$ cat src/core/adc_link_pkg.sv
// Contract
// RULE1 - hold input at rising sample clock
// RULE2 - capture may use rising sample clock
// RULE3 - power down stops and floats outputs
// RULE4 - dither added only while enabled
// RULE5 - sixteen bit word, bit fifteen MSB
// RULE6 - negative valid toggles, latch on fall
// RULE7 - positive valid inverse, latch on rise
// RULE8 - range flag high when out of range
// RULE9 - output enable low drives outputs
// RULE10 - four level format and stabilizer select
// RULE11 - scramble XORs bits one-fifteen with bit zero
// RULE12 - receiver XORs LSB back to decode
// RULE13 - gain select scales input range
// RULE14 - word appears seven sample cycles later
// RULE15 - five stage results aligned then combined
// RULE16 - twos complement inverts MSB before scramble
package adc_link_pkg;
  localparam int SAMPLE_WIDTH = 16;
  localparam int ANALOG_WIDTH = 18;
  localparam int LATENCY_CYCLES = 7;
  localparam int PIPE_STAGES = 5;
  // stage 0 resolves the top four bits, later stages three each
  localparam logic [PIPE_STAGES-1:0][15:0] STAGE_MASK =
    {16'h0007, 16'h0038, 16'h01C0, 16'h0E00, 16'hF000};
  localparam logic signed [19:0] CODE_MIDSCALE = 20'sh08000;
  localparam logic signed [19:0] CODE_TOP = 20'sh0FFFF;
  localparam logic [14:0] LFSR_SEED = 15'h0001;
  localparam int CLK_PERIOD_NS = 40;
  localparam int LINK_PERIOD_NS = 320;
  localparam int LINK_HALF_CYCLES = LINK_PERIOD_NS / (2 * CLK_PERIOD_NS);

  typedef enum logic [1:0] {
    FMT_OFFSET_NOSTAB,
    FMT_OFFSET_STAB,
    FMT_TWOS_STAB,
    FMT_TWOS_NOSTAB
  } format_t;

  localparam logic [7:0] CTRL_OFFSET = 8'h00;
  localparam logic [7:0] STATUS_OFFSET = 8'h04;
  localparam logic [7:0] MASK_OFFSET = 8'h08;
  localparam logic [7:0] DATA_OFFSET = 8'h0C;
  localparam int CTRL_POWER_DOWN = 0;
  localparam int CTRL_DITHER = 1;
  localparam int CTRL_SCRAMBLE = 2;
  localparam int CTRL_GAIN = 3;
  localparam int CTRL_OUT_DISABLE = 4;
  localparam int CTRL_FORMAT_LO = 5;
  localparam int CTRL_CAPTURE_ON_CLOCK = 7;
  localparam int EVT_WORD = 0;
  localparam int EVT_RANGE = 1;
  localparam logic [31:0] CTRL_RESET = 32'h00000000;
  localparam logic [31:0] STATUS_RESET = 32'h00000000;
  localparam logic [31:0] MASK_RESET = 32'h00000000;
  localparam logic [1:0] RESP_OKAY = 2'h0;
  localparam logic [1:0] RESP_SLVERR = 2'h2;
endpackage

$ cat src/core/adc_link_if.sv
`timescale 1ns/1ps
interface adc_link_if;
  logic sampleClockP;
  logic sampleClockN;
  logic powerDown;
  logic noiseInjectEnable;
  logic outputScrambleEnable;
  logic gainSelect;
  logic outputEnableN;
  logic [1:0] formatSelect;
  logic [15:0] sampleWord;
  logic sampleWordOe;
  logic dataValidP;
  logic dataValidN;
  logic rangeFlag;

  modport device (
    input sampleClockP, sampleClockN, powerDown, noiseInjectEnable,
    input outputScrambleEnable, gainSelect, outputEnableN, formatSelect,
    output sampleWord, sampleWordOe, dataValidP, dataValidN, rangeFlag
  );

  modport capture (
    output sampleClockP, sampleClockN, powerDown, noiseInjectEnable,
    output outputScrambleEnable, gainSelect, outputEnableN, formatSelect,
    input sampleWord, sampleWordOe, dataValidP, dataValidN, rangeFlag
  );
endinterface

$ cat src/core/adc_capture_end.sv
`timescale 1ns/1ps
module adc_capture_end #(
  parameter int HALF_CYCLES = adc_link_pkg::LINK_HALF_CYCLES
) (
  adc_link_if.capture link,
  input wire logic clk,
  input wire logic rst_n,
  input wire logic [7:0] awaddr,
  input wire logic awvalid,
  output logic awready,
  input wire logic [31:0] wdata,
  input wire logic [3:0] wstrb,
  input wire logic wvalid,
  output logic wready,
  output logic [1:0] bresp,
  output logic bvalid,
  input wire logic bready,
  input wire logic [7:0] araddr,
  input wire logic arvalid,
  output logic arready,
  output logic [31:0] rdata,
  output logic [1:0] rresp,
  output logic rvalid,
  input wire logic rready,
  output logic [15:0] capturedWord,
  output logic capturedFlag,
  output logic capturedValid,
  output logic irq
);
  import adc_link_pkg::*;

  typedef struct packed {
    logic [7:0] div;
    logic clkP;
    logic [1:0] dvS;
    logic dvPrev;
    logic [1:0][15:0] wordS;
    logic [1:0] flagS;
    logic [31:0] ctrl;
    logic [31:0] status;
    logic [31:0] mask;
    logic [15:0] capWord;
    logic capFlag;
    logic capValid;
    logic irq;
    logic awHeld;
    logic wHeld;
    logic [7:0] awAddr;
    logic [31:0] wData;
    logic [3:0] wStrb;
    logic awready;
    logic wready;
    logic bvalid;
    logic [1:0] bresp;
    logic arready;
    logic rvalid;
    logic [31:0] rdata;
    logic [1:0] rresp;
  } cap_state_t;

  cap_state_t s;
  cap_state_t n;
  logic ownRise;
  logic dvRise;
  logic take;
  logic [15:0] decoded;
  logic [31:0] setBits;
  logic [31:0] clrBits;

  function automatic logic [31:0] laneMerge(input logic [31:0] old,
                                            input logic [31:0] data,
                                            input logic [3:0] strb);
    logic [31:0] r;
    r = old;
    for (int b = 0; b < 4; b++) begin
      if (strb[b]) r[8*b +: 8] = data[8*b +: 8];
    end
    return r;
  endfunction

  always_comb begin
    n = s;
    n.capValid = 1'b0;
    setBits = 32'h00000000;
    clrBits = 32'h00000000;

    // sample clock made by dividing the local clock
    ownRise = 1'b0;
    if (s.div == 8'(HALF_CYCLES - 1)) begin
      n.div = 8'h00;
      n.clkP = ~s.clkP;
      ownRise = ~s.clkP;
    end else begin
      n.div = s.div + 8'h01;
    end

    n.dvS = {s.dvS[0], link.dataValidP};
    n.wordS = {s.wordS[0], link.sampleWord};
    n.flagS = {s.flagS[0], link.rangeFlag};
    n.dvPrev = s.dvS[1];
    // RULE7 latch on rising positive valid
    dvRise = s.dvS[1] & ~s.dvPrev;
    // RULE2 alternative capture on own sample clock edge
    take = s.ctrl[CTRL_CAPTURE_ON_CLOCK] ? ownRise : dvRise;
    // RULE12 undo scrambling with the LSB
    decoded = s.wordS[1];
    if (s.ctrl[CTRL_SCRAMBLE]) begin
      decoded = {decoded[15:1] ^ {15{decoded[0]}}, decoded[0]};
    end
    if (take) begin
      n.capWord = decoded;
      n.capFlag = s.flagS[1];
      n.capValid = 1'b1;
      setBits[EVT_WORD] = 1'b1;
      setBits[EVT_RANGE] = s.flagS[1];
    end

    if (awvalid && s.awready) begin
      n.awAddr = awaddr;
      n.awHeld = 1'b1;
      n.awready = 1'b0;
    end
    if (wvalid && s.wready) begin
      n.wData = wdata;
      n.wStrb = wstrb;
      n.wHeld = 1'b1;
      n.wready = 1'b0;
    end
    if (s.awHeld && s.wHeld && !s.bvalid) begin
      n.awHeld = 1'b0;
      n.wHeld = 1'b0;
      n.bvalid = 1'b1;
      n.bresp = RESP_OKAY;
      unique case (s.awAddr)
        CTRL_OFFSET: n.ctrl = laneMerge(s.ctrl, s.wData, s.wStrb);
        STATUS_OFFSET: clrBits = laneMerge(32'h00000000, s.wData, s.wStrb);
        MASK_OFFSET: n.mask = laneMerge(s.mask, s.wData, s.wStrb);
        DATA_OFFSET: ;
        default: n.bresp = RESP_SLVERR;
      endcase
    end
    if (s.bvalid && bready) begin
      n.bvalid = 1'b0;
      n.awready = 1'b1;
      n.wready = 1'b1;
    end

    if (arvalid && s.arready) begin
      n.arready = 1'b0;
      n.rvalid = 1'b1;
      n.rresp = RESP_OKAY;
      unique case (araddr)
        CTRL_OFFSET: n.rdata = s.ctrl;
        STATUS_OFFSET: n.rdata = s.status;
        MASK_OFFSET: n.rdata = s.mask;
        DATA_OFFSET: n.rdata = {15'h0000, s.capFlag, s.capWord};
        default: begin
          n.rdata = 32'h00000000;
          n.rresp = RESP_SLVERR;
        end
      endcase
    end
    if (s.rvalid && rready) begin
      n.rvalid = 1'b0;
      n.arready = 1'b1;
    end

    // a new event beats a clear in the same cycle
    n.status = ((s.status & ~clrBits) | setBits) & 32'h00000003;
    n.irq = |(n.status & n.mask);
  end

  always_ff @(posedge clk or negedge rst_n) begin
    if (!rst_n) begin
      s <= '0;
      s.ctrl <= CTRL_RESET;
      s.status <= STATUS_RESET;
      s.mask <= MASK_RESET;
      s.awready <= 1'b1;
      s.wready <= 1'b1;
      s.arready <= 1'b1;
      // valid idles high out of reset; a low start would fake a capture
      s.dvS <= 2'h3;
      s.dvPrev <= 1'b1;
    end else begin
      s <= n;
    end
  end

  assign link.sampleClockP = s.clkP;
  assign link.sampleClockN = ~s.clkP;
  assign link.powerDown = s.ctrl[CTRL_POWER_DOWN];
  assign link.noiseInjectEnable = s.ctrl[CTRL_DITHER];
  assign link.outputScrambleEnable = s.ctrl[CTRL_SCRAMBLE];
  assign link.gainSelect = s.ctrl[CTRL_GAIN];
  assign link.outputEnableN = s.ctrl[CTRL_OUT_DISABLE];
  assign link.formatSelect = s.ctrl[CTRL_FORMAT_LO +: 2];
  assign awready = s.awready;
  assign wready = s.wready;
  assign bvalid = s.bvalid;
  assign bresp = s.bresp;
  assign arready = s.arready;
  assign rvalid = s.rvalid;
  assign rdata = s.rdata;
  assign rresp = s.rresp;
  assign capturedWord = s.capWord;
  assign capturedFlag = s.capFlag;
  assign capturedValid = s.capValid;
  assign irq = s.irq;
endmodule

$ cat src/flat_wrapper.sv
// flat-port wrapper written by rule: the top's interface ports become plain ports
module adc_capture_end_flat import adc_link_pkg::*;
#(
  parameter int HALF_CYCLES = adc_link_pkg::LINK_HALF_CYCLES
)
  (clk, rst_n, awaddr, awvalid, awready, wdata, wstrb, wvalid, wready, bresp, bvalid, bready, araddr, arvalid, arready, rdata, rresp, rvalid, rready, capturedWord, capturedFlag, capturedValid, irq, link_sampleClockP, link_sampleClockN, link_powerDown, link_noiseInjectEnable, link_outputScrambleEnable, link_gainSelect, link_outputEnableN, link_formatSelect, link_sampleWord, link_sampleWordOe, link_dataValidP, link_dataValidN, link_rangeFlag);
  adc_link_if link_i ();
  input wire logic clk;
  input wire logic rst_n;
  input wire logic [7:0] awaddr;
  input wire logic awvalid;
  output logic awready;
  input wire logic [31:0] wdata;
  input wire logic [3:0] wstrb;
  input wire logic wvalid;
  output logic wready;
  output logic [1:0] bresp;
  output logic bvalid;
  input wire logic bready;
  input wire logic [7:0] araddr;
  input wire logic arvalid;
  output logic arready;
  output logic [31:0] rdata;
  output logic [1:0] rresp;
  output logic rvalid;
  input wire logic rready;
  output logic [15:0] capturedWord;
  output logic capturedFlag;
  output logic capturedValid;
  output logic irq;
  output wire logic [$bits(link_i.sampleClockP)-1:0] link_sampleClockP;
  output wire logic [$bits(link_i.sampleClockN)-1:0] link_sampleClockN;
  output wire logic [$bits(link_i.powerDown)-1:0] link_powerDown;
  output wire logic [$bits(link_i.noiseInjectEnable)-1:0] link_noiseInjectEnable;
  output wire logic [$bits(link_i.outputScrambleEnable)-1:0] link_outputScrambleEnable;
  output wire logic [$bits(link_i.gainSelect)-1:0] link_gainSelect;
  output wire logic [$bits(link_i.outputEnableN)-1:0] link_outputEnableN;
  output wire logic [$bits(link_i.formatSelect)-1:0] link_formatSelect;
  input wire logic [$bits(link_i.sampleWord)-1:0] link_sampleWord;
  input wire logic [$bits(link_i.sampleWordOe)-1:0] link_sampleWordOe;
  input wire logic [$bits(link_i.dataValidP)-1:0] link_dataValidP;
  input wire logic [$bits(link_i.dataValidN)-1:0] link_dataValidN;
  input wire logic [$bits(link_i.rangeFlag)-1:0] link_rangeFlag;
  assign link_sampleClockP = link_i.sampleClockP;
  assign link_sampleClockN = link_i.sampleClockN;
  assign link_powerDown = link_i.powerDown;
  assign link_noiseInjectEnable = link_i.noiseInjectEnable;
  assign link_outputScrambleEnable = link_i.outputScrambleEnable;
  assign link_gainSelect = link_i.gainSelect;
  assign link_outputEnableN = link_i.outputEnableN;
  assign link_formatSelect = link_i.formatSelect;
  assign link_i.sampleWord = link_sampleWord;
  assign link_i.sampleWordOe = link_sampleWordOe;
  assign link_i.dataValidP = link_dataValidP;
  assign link_i.dataValidN = link_dataValidN;
  assign link_i.rangeFlag = link_rangeFlag;
  adc_capture_end #(.HALF_CYCLES(HALF_CYCLES)) u_core (.link(link_i), .clk(clk), .rst_n(rst_n), .awaddr(awaddr), .awvalid(awvalid), .awready(awready), .wdata(wdata), .wstrb(wstrb), .wvalid(wvalid), .wready(wready), .bresp(bresp), .bvalid(bvalid), .bready(bready), .araddr(araddr), .arvalid(arvalid), .arready(arready), .rdata(rdata), .rresp(rresp), .rvalid(rvalid), .rready(rready), .capturedWord(capturedWord), .capturedFlag(capturedFlag), .capturedValid(capturedValid), .irq(irq));
endmodule
$ cat config.mk
export PLATFORM = sky130hd
export DESIGN_NAME = adc_capture_end_flat
export DESIGN_NICKNAME = d
export VERILOG_FILES = /design/src/core/adc_link_pkg.sv /design/src/core/adc_link_if.sv /design/src/core/adc_capture_end.sv /design/src/flat_wrapper.sv
export SDC_FILE = /design/constraint.sdc
export NUM_CORES = 1
export LEC_CHECK = 0
export BUFFER_PORTS_ARGS = -buffer_cell sky130_fd_sc_hd__buf_2
export CAP_MARGIN = 40
export CORE_ASPECT_RATIO = 1.1
export CORE_MARGIN = 4
export CORE_UTILIZATION = 46
export CTS_CLUSTER_DIAMETER = 60
export DETAILED_ROUTE_END_ITERATION = 16
export PLACE_DENSITY = 0.64
export SETUP_SLACK_MARGIN = 0.3
export SLEW_MARGIN = 20
export SYNTH_ARGS = -nofsm -noshare
export SYNTH_HDL_FRONTEND = slang
export SYNTH_SLANG_ARGS = --single-unit
$ cat constraint.sdc
create_clock -name clk -period 3.5 [get_ports clk]
set_clock_uncertainty 0.15 [all_clocks]
set_input_delay 0.35 -clock clk [delete_from_list [all_inputs] [get_ports clk]]
set_output_delay 0.35 -clock clk [all_outputs]
set_load 0.05 [all_outputs]
# Yosys cells after proc, flatten, opt, wreduce, memory -nomap -nowiden
# Cells that the tools add are included.
[word_totals]
out_inout_bits = 69
input_bits = 79
ff_bits = 218
wordCells = 96
[op_classes]
add_sub_neg = 1
eq_ne = 7
muxes = 27
bitwise = 8
reduce_logical = 23
[ops]
columns = ["op", "count"]
rows = [
  ["$pmux W32 S4", 1],
  ["$mux W32", 2],
  ["$mux W8", 5],
  ["$mux W36", 1],
  ["$and A2 B32 Y32", 1],
  ["$eq A8 B4 Y1 const B", 4],
  ["$reduce_or A32 Y1", 1],
  ["$eq A8 B3 Y1 const B", 2],
  ["$logic_not A8 Y1", 2],
  ["$mux W16", 1],
  ["$mux W2", 8],
  ["$xor A15 B15 Y15", 1],
  ["$reduce_and A3 Y1", 4],
  ["$reduce_bool A2 Y1", 6],
  ["$add A8 B1 Y8 const B", 1],
  ["$eq A8 B2 Y1 const B", 1],
  ["$reduce_or A4 Y1", 2],
  ["$logic_and A1 B1 Y1", 7],
  ["$mux W1", 7],
  ["$mux W3", 2],
  ["$and A2 B2 Y2", 1],
  ["$not A1 Y1", 2],
  ["$not A2 Y2", 1],
  ["$or A2 B2 Y2", 1],
  ["other kinds (2)", 2],
]

# Longest topological paths before layout
[logic_depth]
ltp_word = 8
mapped_depth = 6
ltp_nobuf = 5

# Least setup slack after synthesis
# Ideal clock, no wire load.
[synth_path]
path_kind = "register to register"
startpoint = "register u_core.s (netlist bit u_core.bvalid)"
endpoint = "register u_core.s (netlist bit u_core.link.formatSelect[0])"
required_time_ps = 3225
synth_period_minus_slack_ps = 2097
stages_incl_launch_ff = 7
arrival_ps = 1822
path_slack_ps = 1403
setup_time_ps = 125
path_buffers = 2
path_cell_list = "dfrtp_1 > and3b_1 > buf_2 > and3_1 > buf_6 > nand2_2 > mux2_2"
[synth_between]
elab_chain_len = 3
[synth_lines]
columns = ["item", "line", "text"]
rows = [
  ["start, declared", "adc_capture_end.sv:61", "cap_state_t s;"],
  ["start signal, assigned", "adc_capture_end.sv:186", "s <= n;"],
  ["$logic_not A1 Y1", "adc_capture_end.sv:129", "if (s.awHeld && s.wHeld && !s.bvalid) begin"],
  ["$logic_and A1 B1 Y1", "adc_capture_end.sv:129", ""],
  ["$reduce_and A3 Y1 (no line)", "--", ""],
]
# Every way passes these cells.
# A chain may end at the register's enable or synchronous reset.

# Worst setup path after layout
# Ends and elaborated chain as after synthesis.

==> flow_summary.yaml <==
synthesis:
  yosys_warnings: 0
  synth-seq-cells: 216
  synth_seq_area_share_pct: 61.9
  postSynthAreaPerCell_um2: 13.3
  synth_ff_type: "dfrtp_1"
  async_reset_ff_share_pct: 100
  synth_cell_types: 37
  synth_area_um2: 8740
  syn_inst: 655
  synth_edf_count: 0
sta:
  setup_viol: 0
  period_share_pct: 68.8
  finalWorstPathRequiredPeriod_ps: 2410
  setup_tns_ps: 0
  slew_headroom_pct: 52.8
  fmax_mhz: 415
  rsz0062_at_grt: "false"
  hold_violations: 0
  drv_slew: 0
  worst_pin_slew_ps: 707
route:
  wl_um: 18700
  dr.first_iter.drc_count: 151
  final_antenna_net_count: 0
  vias: 5436
  drc: 0
  wl_per_cell_um: 17.2
  post_drt_via_cell_ratio: 5.00
  dr.pass1.iters: 4
cells_and_area:
  fillCellCount: 1520
  postLayoutCoreUtil_pct: 58.5
  final_cell_mix: "dfrtp_1 (210), buf_2 (142), mux2_2 (103)"
  drive_above_1_share_pct: 37.1
  final_common_cell: "dfrtp_1"
  layout.nets: 906
  area_growth_pct: 24.1
clocking:
  cts_tree: "built"
  htree_num_levels: 1
  cts_root_buf: "clkbuf_16"
  cts_setup_buffers: 0
  clk_pin_slew_ps: 60
  clk_latency_ps: 510
  cts_buffers: 24
  clock_sinks: 216
  clockBufferDepth: 3
worst_setup_path:
  reg2reg_setup_slack_ps: 1090
  critPathCaptureType: "flop"
  r2r_end: "u_core.link.formatSelect[0]"
  worstSetupStartpoint: "u_core.bvalid"
  crit_slowest_cell: "and3_1"
  worstPathArrival_ps: 2650
  path_class: "flop to flop"
  critPathMaxStageDelay_ps: 670
  worstPathRequired_ps: 3740
  rr_worst_depth: 4
  cp_max_fo: 8
  cp-start-kind: "flop"
  r2r-start: "u_core.bvalid"
  path_cells: "and3b_1 -> and3_1 -> nand2_2 -> mux2_2"
hold_path:
  whs_endpoint: "u_core.rresp[1]"
  min_from: "araddr[1]"
  min_path_type: "input port to flop"
  min_path_cells: 5
placement:
  hpwl_um: 12900
  place.gp.congestion: 0.750
  portBuffers: 143
floorplan:
  core_um2: 18500
  rows: 52
  floorplan.initialDensity_pct: 47.1
  die_x_um: 139
  io_pins: 148
  die-area_um2: 21300
  die_h_um: 153
global_routing:
  antenna_found_initial: 1
  grt-ovfl-total: 0
  gr-usage-all-layers_pct: 17.4
  grt_pass1_vias: 5839
  grt_max_degree: 102
  grt_pass1_wl_um: 30200
flow_run:
  maxCapViolations: 0
power:
  power_uw: 7040
  net-switching-power_uw: 2080
  p_int_uw: 4970
  p_leak_uw: 0.00532
  power_density_nw_per_um2: 649
  peakVddDrop_mv: 0.411
  power_frac_seq_pct: 47.3
  swShare_pct: 29.5
  combPwrFrac_pct: 18.0
  clock_power_share_pct: 34.7
run_status:
  outcome: "finished clean"
-- cell families (layout without fill, tap and decap cells) --
kind of cell / count (synthesis) / in the layout / share of synthesized area, %
DFF: 216 / 216 / 61.9
and+or+nand+nor: 119 / 119 / 7.20
AOI/OAI and AO/OA: 73 / 73 / 4.54
adders and majority gates: 1 / 1 / 0.143
xor gates and xnor gates: 22 / 22 / 2.20
muxes: 141 / 141 / 18.0
other: 1 / 3 / 0.0429
buffers and inverters: 82 / 270 / 5.98
-- critical path, delay by kind of cell, from the launching register on --
family        cells  cell delay, ps
simple gates      3            1390
flops             1             400
mux               1             350
-- what timing repair did --
| item | 4_1_cts | 5_1_grt |
|---|---|---|
| hold endpoints to repair | 144 | 0 |
| gates resized for setup | 0 | 0 |
| hold buffers | 70 | 0 |
-- per-layer routing --
layer  share of wire, %  vias up  track usage, %
met5                  0        -               0
met4                2.5        0            4.61
met3                4.4       41            3.23
met2                 52      111            31.3
met1                 41     2738            21.5
li1                   -     2546               -
-- cells in the mapped netlist (2+ instances only) --
| library cell | count | share of area, % |
|---|---|---|
| buf_2 | 4 | 0.23 |
| xnor2_1 | 7 | 0.70 |
| xor2_1 | 15 | 1.5 |
| inv_1 | 6 | 0.26 |
| nand4_1 | 3 | 0.21 |
| mux4_2 | 2 | 0.52 |
| nand2_1 | 58 | 2.5 |
| nand3_1 | 5 | 0.29 |
| and3_1 | 4 | 0.29 |
| buf_4 | 54 | 4.6 |
| mux2_1 | 5 | 0.64 |
| and4b_1 | 2 | 0.23 |
| a21oi_1 | 18 | 1.0 |
| nor2_1 | 27 | 1.2 |
| a22o_1 | 4 | 0.40 |
| clkbuf_1 | 16 | 0.69 |
| o21ai_0 | 48 | 2.7 |
| mux2i_1 | 31 | 3.5 |
| nor4_1 | 2 | 0.14 |
| and3b_1 | 2 | 0.20 |
| dfrtp_1 | 210 | 60 |
| dfstp_2 | 6 | 1.8 |
| a21o_1 | 2 | 0.17 |
| nand3_4 | 6 | 1.2 |
| nor3b_1 | 2 | 0.17 |
| mux2_2 | 103 | 13 |
| nor2b_1 | 3 | 0.21 |
-- power by group through the flow --
stage	registers (uW)	clock network, uW	logic [uW]
after floorplan	3340	0	884
after global placement	3330	0	1160
after detailed placement	3370	0	1220
after CTS	3330	2510	1290
after global routing	3380	2620	1380
final	3330	2440	1270
-- through the flow --
stage / setup slack [ps] / hold slack [ps] / std cells / area [um^2]
4_1_cts: 1080 / 107 / 1086 / 10800
2_1_floorplan: 1400 / -95.6 / 656 / 8750
5_1_grt: 1000 / 141 / 1088 / 10900
6_report: 1090 / 119 / 1088 / 10900
3_3_place_gp: 1140 / 184 / 971 / 9330
3_5_place_dp: 1090 / 185 / 972 / 9350
-- registers in the layout, summed over array words and instances, names as in the netlist, 2 cells and up --
name and count:
u_core.n 19, u_core.rdata 32, u_core.link.formatSelect 2, u_core.capturedWord 16, u_core.s 131
-- layout make-up --
cell class	count	area (um^2)	area share (%)
clock inverter	12	106	0.980
timing repair buffer	220	1510	13.9
clock buffer	32	681	6.27
inverter	6	22.5	0.208
tap	243	304	2.80
multi-input combinational	358	2810	25.9
sequential	216	5410	49.9
antenna	1	2.50	0.0231
-- worst max-delay path by stage --
stage / endpoint / cells after the start / slack, ps
3_3_place_gp: u_core.s[177] / 4 / 1140
3_5_place_dp: u_core.s[120] / 4 / 1090
4_1_cts: u_core.s[120] / 4 / 1080
6_report: u_core.link.formatSelect[0] / 4 / 1090
5_1_grt: u_core.link.noiseInjectEnable / 4 / 1000
2_1_floorplan: u_core.link.formatSelect[0] / 6 / 1400
Note: power is estimated with default switching activity, not from simulation.
